File: config.mk
export PLATFORM = sky130hd
export DESIGN_NAME = fcml_loader
export DESIGN_NICKNAME = d
export VERILOG_FILES = /design/src/hdl/fcml_osc_div.v /design/src/hdl/fcml_loader.v
export VERILOG_INCLUDE_DIRS = /design/src /design/src/include
export SDC_FILE = /design/constraint.sdc
export NUM_CORES = 1
export LEC_CHECK = 0
export BUFFER_PORTS_ARGS = -buffer_cell sky130_fd_sc_hd__buf_2
export CORE_MARGIN = 3
export CORE_UTILIZATION = 55
export CTS_CLUSTER_DIAMETER = 30
export DETAILED_ROUTE_END_ITERATION = 8
export HOLD_SLACK_MARGIN = 0.06
export PLACE_DENSITY = 0.85
export SLEW_MARGIN = 20
export SYNTH_ARGS = -nofsm -noshare
export SYNTH_HDL_FRONTEND = slang
export SYNTH_SLANG_ARGS = --single-unit
File: constraint.sdc
create_clock -name clock -period 6.13 [get_ports clock]
set_input_delay 0.9195 -clock clock [delete_from_list [all_inputs] [get_ports clock]]
set_output_delay 0.9195 -clock clock [all_outputs]
set_load 0.01 [all_outputs]
File: src/include/fcml_consts.vh
`ifndef FCML_CONSTS_VH
`define FCML_CONSTS_VH

// ----------------------------------------
// Mode codes, most significant pin first
// ----------------------------------------
`define FCML_MODE_MSER 3'h0
`define FCML_MODE_RSVD 3'h1
`define FCML_MODE_XBYTE 3'h2
`define FCML_MODE_PSYNC 3'h3
`define FCML_MODE_MPUP 3'h4
`define FCML_MODE_PASYNC 3'h5
`define FCML_MODE_MPDN 3'h6
`define FCML_MODE_SSER 3'h7

// ----------------------------------------
// Bitstream fields
// ----------------------------------------
`define FCML_PREAMBLE 8'hF2
`define FCML_LEN_BITS 5'h18
`define FCML_CHECK_FIELD 4'h6
`define FCML_ADDR_UP_START 18'h00000
`define FCML_ADDR_DN_START 18'h3FFFF

// ----------------------------------------
// Timing
// ----------------------------------------
`define FCML_CLOCK_PERIOD_NS 8
`define FCML_OSC_PERIOD_NS 1000
`define FCML_OSC_DIV ((`FCML_OSC_PERIOD_NS + `FCML_CLOCK_PERIOD_NS - 1) / `FCML_CLOCK_PERIOD_NS)
`define FCML_RELEASE_TICKS 2'h2

`endif

File: src/hdl/fcml_osc_div.v
`timescale 1ns/1ns
`default_nettype none

// ----------------------------------------
// Internal oscillator stand-in
// ----------------------------------------
module fcml_osc_div #(
  parameter DIV = 125
) (
  input wire clock,
  input wire rst,
  output reg tick
);

  // Terminal count held at the counter's own width
  localparam [11:0] LAST = DIV - 1;

  reg [11:0] cnt_q;

  // One-cycle enable every DIV clocks, about 1 MHz
  always @(posedge clock or posedge rst) begin
    if (rst) begin
      cnt_q <= 12'h000;
      tick <= 1'b0;
    end else if (cnt_q == LAST) begin
      cnt_q <= 12'h000;
      tick <= 1'b1;
    end else begin
      cnt_q <= cnt_q + 12'h001;
      tick <= 1'b0;
    end
  end

endmodule

`default_nettype wire

File: src/hdl/fcml_loader.v
`timescale 1ns/1ns
`default_nettype none
`include "fcml_consts.vh"

module fcml_loader #(
  parameter OSC_DIV = `FCML_OSC_DIV
) (
  input wire clock,
  input wire rst,
  input wire mode_select_bit0,
  input wire mode_select_bit1,
  input wire mode_select_bit2,
  input wire init_high,
  input wire config_shift_clock_in,
  output reg config_shift_clock_out,
  output reg config_shift_clock_oe_n,
  input wire serial_data_in,
  input wire [7:0] config_byte_bus,
  input wire chain_select_in,
  input wire host_write_strobe,
  output reg ready_busy,
  output reg [17:0] prom_addr,
  output reg serial_data_out,
  output reg config_bit,
  output reg config_bit_valid,
  output reg [7:0] config_byte,
  output reg config_byte_valid,
  input wire config_mem_full,
  input wire frame_end_strobe,
  output reg crc_enable,
  output reg check_error,
  output reg [23:0] length_count,
  output reg config_released,
  output reg mode_reserved
);

  // ----------------------------------------
  // Pin synchronisers
  // ----------------------------------------
  localparam HUNT = 3'h1;
  localparam LEN = 3'h2;
  localparam DATA = 3'h4;

  reg [15:0] pin_meta_q;
  reg [15:0] pin_q;
  wire [15:0] pins;
  assign pins = {host_write_strobe, chain_select_in, config_byte_bus, serial_data_in,
                 config_shift_clock_in, init_high, mode_select_bit2, mode_select_bit1,
                 mode_select_bit0};

  // Two stages for every pin; only pin_q is looked at
  always @(posedge clock or posedge rst) begin
    if (rst) begin
      pin_meta_q <= 16'h0000;
      pin_q <= 16'h0000;
    end else begin
      pin_meta_q <= pins;
      pin_q <= pin_meta_q;
    end
  end

  wire [2:0] mode_pins = pin_q[2:0];
  wire init_s = pin_q[3];
  wire xclk_s = pin_q[4];
  wire din_s = pin_q[5];
  wire [7:0] bus_s = pin_q[13:6];
  wire cs_s = pin_q[14];
  wire wr_s = pin_q[15];

  // ----------------------------------------
  // Oscillator and release timing
  // ----------------------------------------
  wire osc_tick;
  fcml_osc_div #(.DIV(OSC_DIV)) u_osc (
    .clock(clock),
    .rst(rst),
    .tick(osc_tick)
  );

  reg [1:0] rel_cnt_q;
  reg [2:0] mode_q;
  reg xclk_d1_q;
  reg wr_d1_q;

  // Release two oscillator ticks after init seen high; mode caught then
  always @(posedge clock or posedge rst) begin
    if (rst) begin
      rel_cnt_q <= 2'h0;
      config_released <= 1'b0;
      mode_q <= `FCML_MODE_SSER;
      mode_reserved <= 1'b0;
    end else if (!init_s) begin
      rel_cnt_q <= 2'h0;
      config_released <= 1'b0;
    end else if (!config_released && osc_tick) begin
      if (rel_cnt_q == `FCML_RELEASE_TICKS - 2'h1) begin
        config_released <= 1'b1;
        mode_q <= mode_pins;
        mode_reserved <= (mode_pins == `FCML_MODE_RSVD);
      end
      rel_cnt_q <= rel_cnt_q + 2'h1;
    end
  end

  // Decoded mode flags; reserved code selects nothing
  wire m_mser = mode_q == `FCML_MODE_MSER;
  wire m_sser = mode_q == `FCML_MODE_SSER;
  wire m_mpup = mode_q == `FCML_MODE_MPUP;
  wire m_mpdn = mode_q == `FCML_MODE_MPDN;
  wire m_psync = mode_q == `FCML_MODE_PSYNC;
  wire m_pasync = mode_q == `FCML_MODE_PASYNC;
  wire m_xbyte = mode_q == `FCML_MODE_XBYTE;
  wire m_mpar = m_mpup | m_mpdn;
  wire clk_is_out = m_mser | m_mpar | m_pasync;
  wire run = config_released;

  // ----------------------------------------
  // Shift clock generation and edges
  // ----------------------------------------
  reg [3:0] bits_left_q;
  reg [7:0] shift_q;

  // Master modes run free; async peripheral only while a byte is left
  wire gen_en = run & ((m_mser | m_mpar) | (m_pasync & (bits_left_q != 4'h0)));
  wire gen_rise = osc_tick & gen_en & ~config_shift_clock_out;
  wire gen_fall = osc_tick & config_shift_clock_out;
  wire x_rise = xclk_s & ~xclk_d1_q;
  wire x_fall = ~xclk_s & xclk_d1_q;
  wire rise = clk_is_out ? gen_rise : x_rise;
  wire fall = clk_is_out ? gen_fall : x_fall;
  wire wr_rise = wr_s & ~wr_d1_q;

  always @(posedge clock or posedge rst) begin
    if (rst) begin
      config_shift_clock_out <= 1'b0;
      config_shift_clock_oe_n <= 1'b1;
      xclk_d1_q <= 1'b0;
      wr_d1_q <= 1'b0;
    end else begin
      xclk_d1_q <= xclk_s;
      wr_d1_q <= wr_s;
      config_shift_clock_oe_n <= ~(run & clk_is_out);
      if (gen_rise) begin
        config_shift_clock_out <= 1'b1;
      end else if (gen_fall) begin
        config_shift_clock_out <= 1'b0;
      end
    end
  end

  // ----------------------------------------
  // Bit and byte events
  // ----------------------------------------
  wire ser_mode = m_mser | m_sser;
  wire shift_mode = m_mpar | m_pasync | m_psync;
  wire load_now = m_mpar & (bits_left_q == 4'h0);
  wire bit_ev = run & rise & (ser_mode | (shift_mode & (bits_left_q != 4'h0)) | load_now);
  wire bit_val = ser_mode ? din_s : (load_now ? bus_s[7] : shift_q[7]);
  wire byte_ev = run & m_xbyte & x_rise;

  // Byte path: PROM fetch, host write, serializer
  always @(posedge clock or posedge rst) begin
    if (rst) begin
      bits_left_q <= 4'h0;
      shift_q <= 8'h00;
      prom_addr <= `FCML_ADDR_UP_START;
      ready_busy <= 1'b0;
    end else if (!run) begin
      bits_left_q <= 4'h0;
      // Start address follows the pins so it is ready at release
      if (init_s && mode_pins == `FCML_MODE_MPDN) begin
        prom_addr <= `FCML_ADDR_DN_START;
      end else begin
        prom_addr <= `FCML_ADDR_UP_START;
      end
      ready_busy <= 1'b0;
    end else begin
      if (bit_ev && load_now) begin
        shift_q <= {bus_s[6:0], 1'b0};
        bits_left_q <= 4'h7;
        prom_addr <= m_mpdn ? prom_addr - 18'h00001 : prom_addr + 18'h00001;
      end else if (bit_ev && shift_mode) begin
        shift_q <= {shift_q[6:0], 1'b0};
        bits_left_q <= bits_left_q - 4'h1;
      end else if ((m_pasync || m_psync) && wr_rise && bits_left_q == 4'h0) begin
        shift_q <= bus_s;
        bits_left_q <= 4'h8;
      end
      // Ready only while no byte is being shifted
      ready_busy <= (m_pasync | m_psync) & (bits_left_q == 4'h0) & ~wr_rise;
    end
  end

  // ----------------------------------------
  // Header tracking and storage
  // ----------------------------------------
  reg [2:0] hdr_q;
  reg [4:0] len_left_q;
  reg [6:0] hist_q;
  reg last_bit_q;
  reg chain_q;
  wire [7:0] win = {hist_q, bit_val};
  wire in_data = hdr_q == DATA;
  wire store_ok = in_data & ~config_mem_full;

  always @(posedge clock or posedge rst) begin
    if (rst) begin
      hdr_q <= HUNT;
      len_left_q <= 5'h00;
      hist_q <= 7'h00;
      length_count <= 24'h000000;
    end else if (!run) begin
      hdr_q <= HUNT;
      hist_q <= 7'h00;
    end else if (bit_ev || byte_ev) begin
      hist_q <= win[6:0];
      case (hdr_q)
        HUNT: begin
          if ((byte_ev && bus_s == `FCML_PREAMBLE) || (bit_ev && win == `FCML_PREAMBLE)) begin
            hdr_q <= LEN;
            len_left_q <= `FCML_LEN_BITS;
          end
        end
        LEN: begin
          // Bytes count eight bits of the length at a time
          if (byte_ev) begin
            length_count <= {length_count[15:0], bus_s};
            len_left_q <= len_left_q - 5'h08;
            if (len_left_q == 5'h08) begin
              hdr_q <= DATA;
            end
          end else begin
            length_count <= {length_count[22:0], bit_val};
            len_left_q <= len_left_q - 5'h01;
            if (len_left_q == 5'h01) begin
              hdr_q <= DATA;
            end
          end
        end
        DATA: begin
          hdr_q <= DATA;
        end
        default: begin
          hdr_q <= HUNT;
        end
      endcase
    end
  end

  // Store to configuration memory; byte path needs select and room
  always @(posedge clock or posedge rst) begin
    if (rst) begin
      config_bit <= 1'b0;
      config_bit_valid <= 1'b0;
      config_byte <= 8'h00;
      config_byte_valid <= 1'b0;
      last_bit_q <= 1'b1;
    end else begin
      config_bit_valid <= bit_ev & store_ok;
      config_byte_valid <= byte_ev & store_ok & cs_s;
      if (bit_ev) begin
        config_bit <= bit_val;
        last_bit_q <= bit_val;
      end
      if (byte_ev && store_ok && cs_s) begin
        config_byte <= bus_s;
      end
    end
  end

  // ----------------------------------------
  // Downstream output and checks
  // ----------------------------------------
  // Chain status goes low at release, high once memory is full
  always @(posedge clock or posedge rst) begin
    if (rst) begin
      chain_q <= 1'b1;
    end else if (!run) begin
      chain_q <= 1'b1;
    end else begin
      chain_q <= config_mem_full;
    end
  end

  // Header passes through, then high until loaded, then data forwarded
  always @(posedge clock or posedge rst) begin
    if (rst) begin
      serial_data_out <= 1'b1;
    end else if (m_xbyte || !run) begin
      serial_data_out <= run ? chain_q : 1'b1;
    end else if (fall) begin
      serial_data_out <= (!in_data || config_mem_full) ? last_bit_q : 1'b1;
    end
  end

  // Constant check replaces CRC in byte slave; sticky until init drops
  always @(posedge clock or posedge rst) begin
    if (rst) begin
      crc_enable <= 1'b0;
      check_error <= 1'b0;
    end else if (!run) begin
      crc_enable <= 1'b0;
      check_error <= 1'b0;
    end else begin
      crc_enable <= ~m_xbyte & ~mode_reserved;
      if (m_xbyte && frame_end_strobe && config_byte[3:0] != `FCML_CHECK_FIELD) begin
        check_error <= 1'b1;
      end
    end
  end

endmodule

`default_nettype wire

### Yosys cells after proc, flatten, opt, wreduce, memory -nomap -nowiden

Index checks and enable logic that the tools add are counted.

| storage, ports and cells | value |
|---|---|
| bits in registers | 142 |
| output and inout port bits | 61 |
| word-level logic and storage cells | 183 |

| cells by class | value |
|---|---|
| reduce and logical (&&, ||, !) cells | 32 |
| bitwise operators | 41 |
| equal/unequal tests | 28 |
| multiplexer cells | 46 |
| add/sub/neg operators | 7 |

Operators by type and width:

| kind | number |
|---|---|
| two-way mux 18 bit | 4 |
| two-way mux 24 bit | 1 |
| two-way mux 8 bit | 3 |
| AND 1 bit | 22 |
| two-way mux 1 bit | 19 |
| adder 18 x 1 -> 18 bit, second input constant | 1 |
| equality test 3 bit, second input constant | 6 |
| two-way mux 3 bit | 6 |
| subtractor 18 x 1 -> 18 bit, second input constant | 1 |
| equality test 8 bit, second input constant | 2 |
| two-way mux 4 bit | 4 |
| two-way mux 7 bit | 2 |
| adder 12 x 1 -> 12 bit, second input constant | 1 |
| equality test 12 x 7 -> 1 bit, second input constant | 1 |
| logical AND 1 bit | 12 |
| two-way mux 12 bit | 1 |
| two-way mux 5 bit | 2 |
| inequality test 2 x 1 -> 1 bit, second input constant | 5 |
| bitwise OR 1 bit | 10 |
| case mux 5 bit (2 select lines) | 1 |
| equality test 3 x 2 -> 1 bit, second input constant | 3 |
| NOT 1 bit | 9 |
| case mux 3 bit (3 select lines) | 1 |
| inequality test 4 bit, second input constant | 2 |
| other kinds (23) | 35 |

### Depth between registers and ports, before layout

Gate-level depths: netlist of run 1.

| depth | value |
|---|---|
| depth in word-level cells | 16 |
| gate-level depth with buffers | 11 |
| gate-level depth less buffers | 10 |

### By module

A second synthesis of run 1 with hierarchy kept.

| second synthesis, totals | value |
|---|---|
| cell total of the unflattened synthesis | 685 |
| area, all modules | 7004.2 µm² |

Modules (own cells, without submodules):

| module | cells each | area each (µm²) | times used |
|---|---|---|---|
| fcml_loader | 623 | 6368.6 | 1 |
| fcml_osc_div | 62 | 635.6 | 1 |

### Least setup slack after synthesis of run 1

No wires, ideal clock.

| timing path | value |
|---|---|
| kind | register to register |
| start point | register mode_q[2] |
| end point | register prom_addr[13] |
| setup slack | 3.063 ns |
| required time | 6.007 ns |
| arrival | 2.944 ns |
| period minus slack after synthesis | 3.067 ns |
| stages on the path, launching flop included | 12 |
| path buffers | 1 |
| setup time | 0.123 ns |
| cells stage by stage | dfstp_2 -> buf_4 -> nand3b_1 -> inv_1 -> ha_1 -> a211oi_2 -> o21ai_2 -> a2111oi_4 -> nor3_1 -> a31oi_1 -> xnor2_1 -> o221a_2 |

| on the way | value |
|---|---|
| word-level cells in the longest chain between the ends | 12 |
| elaborated cells between the ends (all ways) | 29 |

RTL lines:

| what | line | RTL |
|---|---|---|
| start: declaration | fcml_loader.v:81 | `reg [2:0] mode_q;` |
| start signal: assignment | fcml_loader.v:90 | `` mode_q <= `FCML_MODE_SSER; `` |
| start signal: assignment | fcml_loader.v:98 | `mode_q <= mode_pins;` |
| equality test 3 bit (no source line) | -- |  |
| bitwise OR 1 bit | fcml_loader.v:113 | `wire m_mpar = m_mpup \| m_mpdn;` |
| bitwise OR 1 bit | fcml_loader.v:114, fcml_loader.v:124 |  |
| bitwise OR 1 bit | fcml_loader.v:124 | `wire gen_en = run & ((m_mser \| m_mpar) \| (m_pasync & (bits_left_q != 4'h0)));` |
| AND 1 bit | fcml_loader.v:124 |  |
| AND 1 bit (2 in series) | fcml_loader.v:125 | `wire gen_rise = osc_tick & gen_en & ~config_shift_clock_out;` |
| two-way mux 1 bit | fcml_loader.v:129 | `wire rise = clk_is_out ? gen_rise : x_rise;` |
| AND 1 bit (2 in series) | fcml_loader.v:157 | `wire bit_ev = run & rise & (ser_mode \| (shift_mode & (bits_left_q != 4'h0)) \| load_now);` |
| logical AND 1 bit | fcml_loader.v:178 | `if (bit_ev && load_now) begin` |
| inequality test 2 x 1 -> 1 bit (no source line) | -- |  |
| end signal: assignment | fcml_loader.v:166 | `` prom_addr <= `FCML_ADDR_UP_START; `` |
| end signal: assignment | fcml_loader.v:174 | `` prom_addr <= `FCML_ADDR_UP_START; `` |
| end signal: assignment | fcml_loader.v:181 | `prom_addr <= m_mpdn ? prom_addr - 18'h00001 : prom_addr + 18'h00001;` |
| end: declaration | fcml_loader.v:22 | `output reg [17:0] prom_addr,` |

Several ways; a longest one is shown, not always the timed one. The select of a mux whose other input is x is not followed.
A chain may end at the register's enable or synchronous reset.

### Worst setup path after layout of run 1

| timing path | value |
|---|---|
| start point | register mode_q[2] |
| end point | register prom_addr[14] |

Same word-level chain as after synthesis.

==> results of run 1 <==
registers in the layout (all words and copies together) (netlist names), 2 cells and up:
| name | count |
|---|---|
| pin_q | 16 |
| hdr_q | 3 |
| u_osc.cnt_q | 12 |
| hist_q | 7 |
| prom_addr | 18 |
| config_byte | 8 |
| rel_cnt_q | 2 |
| mode_q | 3 |
| shift_q | 8 |
| pin_meta_q | 16 |
| bits_left_q | 4 |
| length_count | 24 |
| len_left_q | 5 |
routing by layer:
metal	up-vias	share of wire	global-route usage
met1	2691	0.41	0.299
met4	0	0.037	0.128
met2	212	0.49	0.376
met3	52	0.058	0.0591
li1	2529	-	-
met5	-	0	0
cells by family (layout without fill, tap and decap cells):
| logic type | count (synthesis) | count (layout) |
|---|---|---|
| adder cells (fa/ha/maj) | 25 | 25 |
| buffers and inverters | 47 | 136 |
| AO/OA/AOI/OAI | 149 | 149 |
| XOR/XNOR | 25 | 25 |
| multiplexers | 29 | 29 |
| flip-flops | 142 | 142 |
| AND/OR/NAND/NOR | 252 | 252 |
final timing paths:
path                       cells past startpoint  slack, ps              end      startpoint
min reg2reg                                    0        350        pin_q[15]  pin_meta_q[15]
max in group asynchronous                      3       4250     prom_addr[5]             rst
max reg2reg                                   10       2520    prom_addr[14]       mode_q[2]
max                                           10       2520    prom_addr[14]       mode_q[2]
min in group asynchronous                      2        620  length_count[3]             rst
min                                            0        350        pin_q[15]  pin_meta_q[15]
power groups by stage:
stage,Clock [mW],Sequential (mW),Combinational (mW)
2_1_floorplan,0,0.976,0.0258
4_1_cts,1.12,0.962,0.0448
5_1_grt,1.16,0.963,0.0501
3_5_place_dp,0,0.979,0.0444
3_3_place_gp,0,0.978,0.0427
6_report,1.10,0.963,0.0435
cell usage in the layout (no fill, tap or decap), drive strengths merged, types with 4 or more instances in the layout:
cell type  netlist  routed
a211oi           4       4
nor3            11      11
nand4            8       8
o21bai           5       5
o211ai           4       4
nor2            52      52
dfrtp          134     134
ha              24      24
o221a            6       6
o21ai           53      53
bufinv           0       4
nand2b          10      10
mux2i           25      25
xnor2           15      15
mux2             4       4
dfstp            8       8
nor4b            5       5
xor2            10      10
a31oi           11      11
buf             14      82
nand3           16      16
nor3b            5       5
inv             21      24
a21o            13      13
and3             7       7
a21oi           20      20
nand2          107     107
nor4             4       4
a311oi           8       8
nor2b           10      10
clkbuf          11      20
final cells by class:
type	count	area (um2)
well taps	168	210
flip-flops and latches	142	3560
fillers	889	4110
inverters	22	87.6
clock buffers	20	457
clock inverters	12	183
multi-input cells	480	3140
repair buffers	82	415
stage by stage:
stage          instance area [um2]  setup slack [ps]  power, mW
2_1_floorplan                 6910              1410       1.00
5_1_grt                       8060              2270       2.17
3_5_place_dp                  7410              2570       1.02
6_report                      8060              2520       2.11
3_3_place_gp                  7410              2760       1.02
4_1_cts                       8050              2570       2.13
==> impl_metrics.env, run 1 <==
export IMPL_synth_area_top_cells="dfrtp_1, nand2_1, ha_1"
export IMPL_fin_cells=926
export IMPL_intPower_mw=1.67
export IMPL_avgSynthCellArea_um2=10.3
export IMPL_portBuffers=80
export IMPL_n_antenna_cell=0
export IMPL_power_per_cell_area_nw_per_um2=262
export IMPL_cts_buffers=17
export IMPL_leakagePower_nw=3.94
export IMPL_placed_cells=894
export IMPL_drtIter0Drc=461
export IMPL_post_route_period_util=0.588
export IMPL_yosys_warnings=0
export IMPL_synthCells=669
export IMPL_yosysMostFrequentCell="dfrtp_1"
export IMPL_p_switching_mw=0.439
export IMPL_grt_pass1_wl_um=26700
export IMPL_postRouteAntennaNets=0
export IMPL_dpl_hpwl_um=10700
export IMPL_synth_ff_type="dfrtp_1"
export IMPL_crit_type="flop to flop"
export IMPL_finalSetupViolCount=0
export IMPL_sw_frac_of_total=0.208
export IMPL_grt_overflow_total=0
export IMPL_synth_compound_area_share=0.155
export IMPL_area_growth_syn_to_layout_pct=16.6
export IMPL_hold_buffers=0
export IMPL_grt_pass1_vias=5482
export IMPL_max_slew_margin_rel=0.268
export IMPL_die_w_um=118
export IMPL_holdCritPathClass="flop to flop"
export IMPL_path_common_cell="a21oi_1"
export IMPL_rsz0062_at_grt="false"
export IMPL_finalSetupTns_ps=0
export IMPL_cp_top_family="compound AO/OA/AOI/OAI gates"
export IMPL_synth_xor_area_frac=0.0317
export IMPL_yosysUniqueCellTypes=70
export IMPL_finalCoreUtilization=0.662
export IMPL_place_gp_congestion=0.890
export IMPL_worst_path_max_fanout=16
export IMPL_netlist_area_um2=6910
export IMPL_critPathLaunchType="flop"
export IMPL_syn_nets=714
export IMPL_layout_min_cycle_time_ps=3610
export IMPL_grt_max_degree=78
export IMPL_async_flop_share=1.00
export IMPL_timing_hold_ws_ps=347
export IMPL_crit_chain="nand3b_1 > inv_1 > ha_1 > a21o_1 > a21oi_1 > a21oi_1 > o31ai_1 > o21bai_1 > xor2_1 > o221a_2"
export IMPL_cp_slowest_cell="dfstp_2"
export IMPL_synth_top_family_by_area="simple AND/OR/NAND/NOR gates"
export IMPL_pwr_share_seq=0.456
export IMPL_worstPathArrival_ps=3920
export IMPL_synthAdderAreaFrac=0.0464
export IMPL_cts_root_buffer="clkbuf_16"
export IMPL_grtUsageTotal=0.237
export IMPL_slowest_delay_ps=710
export IMPL_antenna_found_initial=0
export IMPL_dieHeight_um=118
export IMPL_start_util=0.568
export IMPL_ir_drop_mv=0.198
export IMPL_drt_vias_per_instance=5.92
export IMPL_cp_end_kind="flop"
export IMPL_maxSlewViolCount=0
export IMPL_vias=5484
export IMPL_synth_top_cell_area_share=0.485
export IMPL_clk_pin_slew_ps=60
export IMPL_synth_simple_gate_area_frac=0.178
export IMPL_p_clk_frac=0.523
export IMPL_cts_buffer_depth=2
export IMPL_ys_seq_area_frac=0.516
export IMPL_synthTopCellsByCount="dfrtp_1, nand2_1, nor2_1"
export IMPL_worstMarginPinSlew_ps=1100
export IMPL_placementRows=40
export IMPL_cp_required_ps=6440
export IMPL_drt_pass1_iter_count=5
export IMPL_layout_drive_gt1_share=0.206
export IMPL_status="finished, final reports clean"
export IMPL_dieArea_um2=13900
export IMPL_cap_violations=0
export IMPL_synth_edff_count=0
export IMPL_post_cts_buffers=0
export IMPL_core_area_um2=12200
export IMPL_synth_seq_cells=142
export IMPL_fin_skew_ps=7.20
export IMPL_max_freq_mhz=277
export IMPL_yosys_area_top_type="dfrtp_1"
export IMPL_drt_wl_total_um=15900
export IMPL_fin_nets=790
export IMPL_post_cts_resized=0
export IMPL_clock_sinks=142
export IMPL_clk_latency_ps=430
export IMPL_htree_num_levels=4
export IMPL_comb_power_share=0.021
export IMPL_ioPinCount=81
export IMPL_finalHoldViolCount=0
export IMPL_synthMuxAreaShare=0.0427
export IMPL_cts_tree="yes"
export IMPL_drc=0
export IMPL_critical_path_buf_inv_count=1
export IMPL_wl_per_cell_um=17.2
Note: power is estimated with default switching activity, not from simulation.
==> run 2, diff against run 1 <==
- ABC_AREA: default -> 1
- CORE_UTILIZATION: 55 -> 53
- clock period: 6.13 -> 3.2 ns (I/O delays scaled with it)
==> impl_metrics.env, run 2 <==
export IMPL_yosysMostFrequentCell="nand2_1"
export IMPL_max_slew_margin_rel=0.384
export IMPL_avgSynthCellArea_um2=8.34
export IMPL_grt_pass1_vias=5780
export IMPL_postRouteAntennaNets=0
export IMPL_antenna_found_initial=0
export IMPL_core_area_um2=12800
export IMPL_synthTopCellsByCount="nand2_1, dfrtp_1, inv_1"
export IMPL_portBuffers=80
export IMPL_synth_ff_type="dfrtp_1"
export IMPL_syn_nets=895
export IMPL_drt_vias_per_instance=5.39
export IMPL_crit_chain="inv_1 > nand2_1 > inv_1 > nand2_1 > clkinvlp_4 > buf_4 > buf_4 > ha_1 > nand2_1 > nor3_1 > o21ai_0 > nand3_1 > nand2_1 > nand3_1 > a21oi_1"
export IMPL_htree_num_levels=4
export IMPL_cts_buffer_depth=2
export IMPL_drt_wl_total_um=16000
export IMPL_synth_seq_cells=142
export IMPL_ir_drop_mv=0.370
export IMPL_layout_drive_gt1_share=0.161
export IMPL_critPathLaunchType="flop"
export IMPL_drtIter0Drc=568
export IMPL_final_cell_mix="nand2_1, dfrtp_1, inv_1"
export IMPL_die_w_um=122
export IMPL_critical_path_buf_inv_count=5
export IMPL_cp_slowest_cell="dfstp_2"
export IMPL_dieArea_um2=14800
export IMPL_grt_max_degree=54
export IMPL_min_path_cells=1
export IMPL_path_depth=15
export IMPL_rsz0062_at_grt="false"
export IMPL_fin_skew_ps=8.89
export IMPL_cts_tree="yes"
export IMPL_yosys_warnings=0
export IMPL_top_layer="met4"
export IMPL_finalHoldViolCount=0
export IMPL_layout_commonest_cell="nand2_1"
export IMPL_crit_type="flop to flop"
export IMPL_clk_pin_slew_ps=70
export IMPL_power_per_cell_area_nw_per_um2=462
export IMPL_netlist_area_um2=7090
export IMPL_worst_path_max_fanout=8
export IMPL_clk_latency_ps=430
export IMPL_cts_root_buffer="clkbuf_16"
export IMPL_worstPathArrival_ps=3250
export IMPL_cp_top_family="simple AND/OR/NAND/NOR gates"
export IMPL_path_common_cell="nand2_1"
export IMPL_top_register="length_count"
export IMPL_synth_area_top_cells="dfrtp_1, nand2_1, inv_1"
export IMPL_dpl_hpwl_um=11000
export IMPL_area_growth_syn_to_layout_pct=17.1
export IMPL_dieHeight_um=122
export IMPL_holdCritPathClass="input port to flop"
export IMPL_cap_violations=0
export IMPL_fin_cells=1127
export IMPL_placed_cells=1089
export IMPL_grtUsageTotal=0.226
export IMPL_cp_required_ps=3500
export IMPL_leakagePower_nw=4.34
export IMPL_maxSlewViolCount=0
export IMPL_placementRows=41
export IMPL_status="finished, final reports clean"
export IMPL_largest_reg_flops=24
export IMPL_worstMarginPinSlew_ps=917
export IMPL_grt_pass1_wl_um=26700
export IMPL_yosys_area_top_type="dfrtp_1"
export IMPL_synthCells=850
export IMPL_vias=6077
export IMPL_wl_per_cell_um=14.2
export IMPL_max_freq_mhz=340
export IMPL_drt_pass1_iter_count=5
export IMPL_n_antenna_cell=0
export IMPL_reg_top3="length_count: 24 flops, prom_addr: 18 flops"
export IMPL_slowest_delay_ps=620
export IMPL_cts_buffers=17
export IMPL_synth_top_cell_area_share=0.473
export IMPL_ioPinCount=81
export IMPL_clock_sinks=142
export IMPL_cp_end_kind="flop"
export IMPL_yosysUniqueCellTypes=48
export IMPL_async_flop_share=1.00
export IMPL_ys_seq_area_frac=0.503
export IMPL_place_gp_congestion=0.962
export IMPL_layout_min_cycle_time_ps=2940
export IMPL_finalSetupViolCount=0
export IMPL_drt_met1_wl_um=7050
export IMPL_drc=0
export IMPL_grt_overflow_total=0
export IMPL_r2r_worst_path_cells=15
export IMPL_finalSetupTns_ps=0
export IMPL_fin_nets=987
export IMPL_met2WireLength_um=7630
export IMPL_post_route_period_util=0.920
export IMPL_dr_wl_met3_um=913
export IMPL_start_util=0.553
export IMPL_finalCoreUtilization=0.647
export IMPL_synth_edff_count=0
[run 2: cell count changes after synthesis, moves of 10 or more]
cell	previous run	this run
a21o_1	13	2
a21oi_1	20	56
a31oi_1	10	0
inv_1	21	99
mux2i_1	25	0
nand2_1	106	196
nand2b_1	10	0
nand3_1	15	56
nor2_1	50	87
o21a_1	1	11
o21ai_0	46	72
xnor2_1	15	3
[run 2: worst register-to-register path, stage by stage, from the launching register on]
cell        delay, ps
dfstp_2           620
inv_1              80
nand2_1            80
inv_1              70
nand2_1           170
clkinvlp_4        230
buf_4             220
buf_4             140
ha_1              360
nand2_1           130
nor3_1            260
o21ai_0           160
nand3_1           110
nand2_1            60
nand3_1            80
a21oi_1            60
[run 2: path summary, 6_finish.rpt]
| check | start | endpoint | slack, ps |
|---|---|---|---|
| worst max-delay path | mode_q[0] | prom_addr[17] | 260 |
| worst min-delay path | config_byte_bus[2] | pin_meta_q[8] | 150 |
| worst max register to register | mode_q[0] | prom_addr[17] | 260 |
| worst min register to register | pin_meta_q[12] | pin_q[12] | 350 |
| max in group asynchronous | rst | hdr_q[0] | 2290 |
| min in group asynchronous | rst | pin_meta_q[5] | 160 |
[run 2: per-stage QoR]
step	worst slack (ps)	cell area, um2	hold slack [ps]	power, mW
floorplan	688	7090	331	1.93
global placement	398	7680	333	1.97
detailed placement	305	7680	335	1.97
CTS	233	8250	137	3.86
global route	5.27	8300	133	3.97
finish	256	8300	148	3.83
[run 2: where the power goes]
part	internal (mW)	leakage, nW	switching [mW]
registers	1.82	1.86	0.0174
logic	0.0314	2.20	0.0683
clock network	1.03	0.276	0.863
total	2.89	4.34	0.949
[run 2: timing repair]
| action | CTS | global route |
|---|---|---|
| setup buffers | 0 | 6 |
| gates resized for setup | 0 | 1 |
| endpoints found under the setup margin | 0 | 2 |
| hold buffers | 0 | 0 |
[run 2: cell families after synthesis]
kind of cell / synth area share
compound gates: 0.124
xor+xnor: 0.0173
fa+ha+maj: 0.0452
buf+inv: 0.0710
flops: 0.503
simple gates: 0.240
[run 2: layout make-up]
cell class	instances	area, um2
fill	1013	4520
clock buffer	17	425
timing repair buffer	95	538
tap	172	215
sequential	142	3560
clock inverter	15	146
inverter	102	393
multi-input combinational	584	3020
[run 2: routing by layer]
metal	vias to the layer above	global-route usage
met1	2880	0.295
met3	41	0.0506
met5	-	0
met4	0	0.102
li1	2958	-
met2	198	0.362
==> run 3, diff against run 2 <==
- PLACE_DENSITY: 0.85 -> 0.76
==> impl_metrics.env, run 3 (same netlist as run 2, synthesis figures left out) <==
export IMPL_wl_per_cell_um=13.9
export IMPL_grt_max_degree=143
export IMPL_fin_skew_ps=5.94
export IMPL_rsz0062_at_grt="false"
export IMPL_layout_commonest_cell="nand2_1"
export IMPL_cts_buffers=17
export IMPL_drt_pass1_iter_count=5
export IMPL_finalSetupTns_ps=0
export IMPL_regArea_um2=3560
export IMPL_finalHoldViolCount=0
export IMPL_worstPathArrival_ps=3240
export IMPL_worstMarginPinSlew_ps=923
export IMPL_drt_met1_wl_um=7010
export IMPL_vias=5854
export IMPL_cts_tree="yes"
export IMPL_placementRows=41
export IMPL_die_w_um=122
export IMPL_drtIter0Drc=378
export IMPL_setup_slack_ps=310
export IMPL_postRouteAntennaNets=0
export IMPL_post_cts_buffers=0
export IMPL_grt_pass1_vias=5625
export IMPL_hold_buffers=0
export IMPL_ioPinCount=81
export IMPL_grt_overflow_total=0
export IMPL_grtUsageTotal=0.224
export IMPL_cp_required_ps=3550
export IMPL_grt_pass1_wl_um=26500
export IMPL_area_growth_syn_to_layout_pct=16.7
export IMPL_worst_path_max_fanout=16
export IMPL_clock_sinks=142
export IMPL_power_per_cell_area_nw_per_um2=481
export IMPL_leakagePower_nw=4.33
export IMPL_layout_min_cycle_time_ps=2890
export IMPL_cts_buffer_depth=2
export IMPL_max_slew_margin_rel=0.380
export IMPL_holdCritPathClass="input port to flop"
export IMPL_maxSlewViolCount=0
export IMPL_post_route_period_util=0.903
export IMPL_portBuffers=80
export IMPL_fin_nets=979
export IMPL_antenna_found_initial=0
export IMPL_pre_cts_ws_ps=319
export IMPL_critPathLaunchType="flop"
export IMPL_place_gp_congestion=0.933
export IMPL_dieHeight_um=122
export IMPL_dr_wl_met3_um=613
export IMPL_htree_num_levels=4
export IMPL_clk_latency_ps=420
export IMPL_clk_pin_slew_ps=60
export IMPL_layout_drive_gt1_share=0.152
export IMPL_ir_drop_mv=0.429
export IMPL_start_util=0.553
export IMPL_dieArea_um2=14800
export IMPL_cap_violations=0
export IMPL_n_antenna_cell=0
export IMPL_cp_end_kind="flop"
export IMPL_cts_root_buffer="clkbuf_16"
export IMPL_core_area_um2=12800
export IMPL_final_cell_mix="nand2_1, dfrtp_1, inv_1"
export IMPL_fillers=1135
export IMPL_drc=0
export IMPL_reg_top3="length_count: 24 flops, prom_addr: 18 flops"
export IMPL_status="finished, final reports clean"
export IMPL_largest_reg_flops=24
export IMPL_top_layer="met4"
export IMPL_post_cts_resized=0
export IMPL_drt_vias_per_instance=5.23
export IMPL_dpl_hpwl_um=10600
export IMPL_top_register="length_count"
export IMPL_met2WireLength_um=7710
export IMPL_finalSetupViolCount=0
export IMPL_max_freq_mhz=346
export IMPL_multi_input_area_um2=3020
export IMPL_drt_wl_total_um=15600
export IMPL_crit_type="flop to flop"
-- run 3: changes by cell type in the layout (fill, tap and decap cells not counted), moves of 4 or more --
cell / change
buf_4: -7
clkbuf_8: +4
inv_6: -4
clkinv_2: +4
inv_8: -4
-- run 3: path summary, 6_finish.rpt --
kind / cells past startpoint / slack (ps) / start / end
min in group asynchronous: 3 / 270 / rst / pin_meta_q[13]
setup reg to reg: 12 / 310 / mode_q[2] / prom_addr[17]
hold reg to reg: 0 / 350 / pin_meta_q[6] / pin_q[6]
max in group asynchronous: 3 / 2370 / rst / config_released
hold / removal: 1 / 160 / config_byte_bus[6] / pin_meta_q[12]
setup / recovery: 12 / 310 / mode_q[2] / prom_addr[17]
-- run 3: worst max-delay path, cell delays in order, from the launching register on --
cell	delay (ps)
dfstp_2	610
nand2_1	100
inv_1	90
nand2_1	110
inv_1	430
ha_1	380
a21oi_1	310
o21ai_0	200
o21ai_0	240
nand3_1	90
nand2_1	60
nand3_1	60
a21oi_1	120
-- run 3: final cells by class --
class	count	share of cell area
flip-flops and latches	142	0.431
repair buffers	87	0.0563
clock buffers	22	0.0585
multi-input cells	584	0.365
well taps	172	0.0260
clock inverters	10	0.0162
inverters	102	0.0470
-- run 3: stage by stage --
step	std cells	utilization	power (mW)	area, um2	hold WS, ps
4_1_cts	1119	0.645	4.01	8270	146
3_3_place_gp	1087	0.597	1.97	7650	332
3_5_place_dp	1087	0.597	1.97	7650	335
2_1_floorplan	850	-	1.93	7090	331
6_report	1119	0.645	3.98	8270	162
5_1_grt	1119	0.645	4.11	8270	149
-- run 3: layer usage --
| layer | vias to the layer above | track usage |
|---|---|---|
| li1 | 2936 | - |
| met1 | 2774 | 0.299 |
| met2 | 120 | 0.368 |
| met3 | 24 | 0.0441 |
| met4 | 0 | 0.0798 |
| met5 | - | 0 |
-- run 3: power breakdown --
group	switching, mW	total (mW)	internal, mW
registers	0.0174	1.84	1.82
clock network	0.737	2.04	1.30
logic	0.0662	0.0942	0.0281
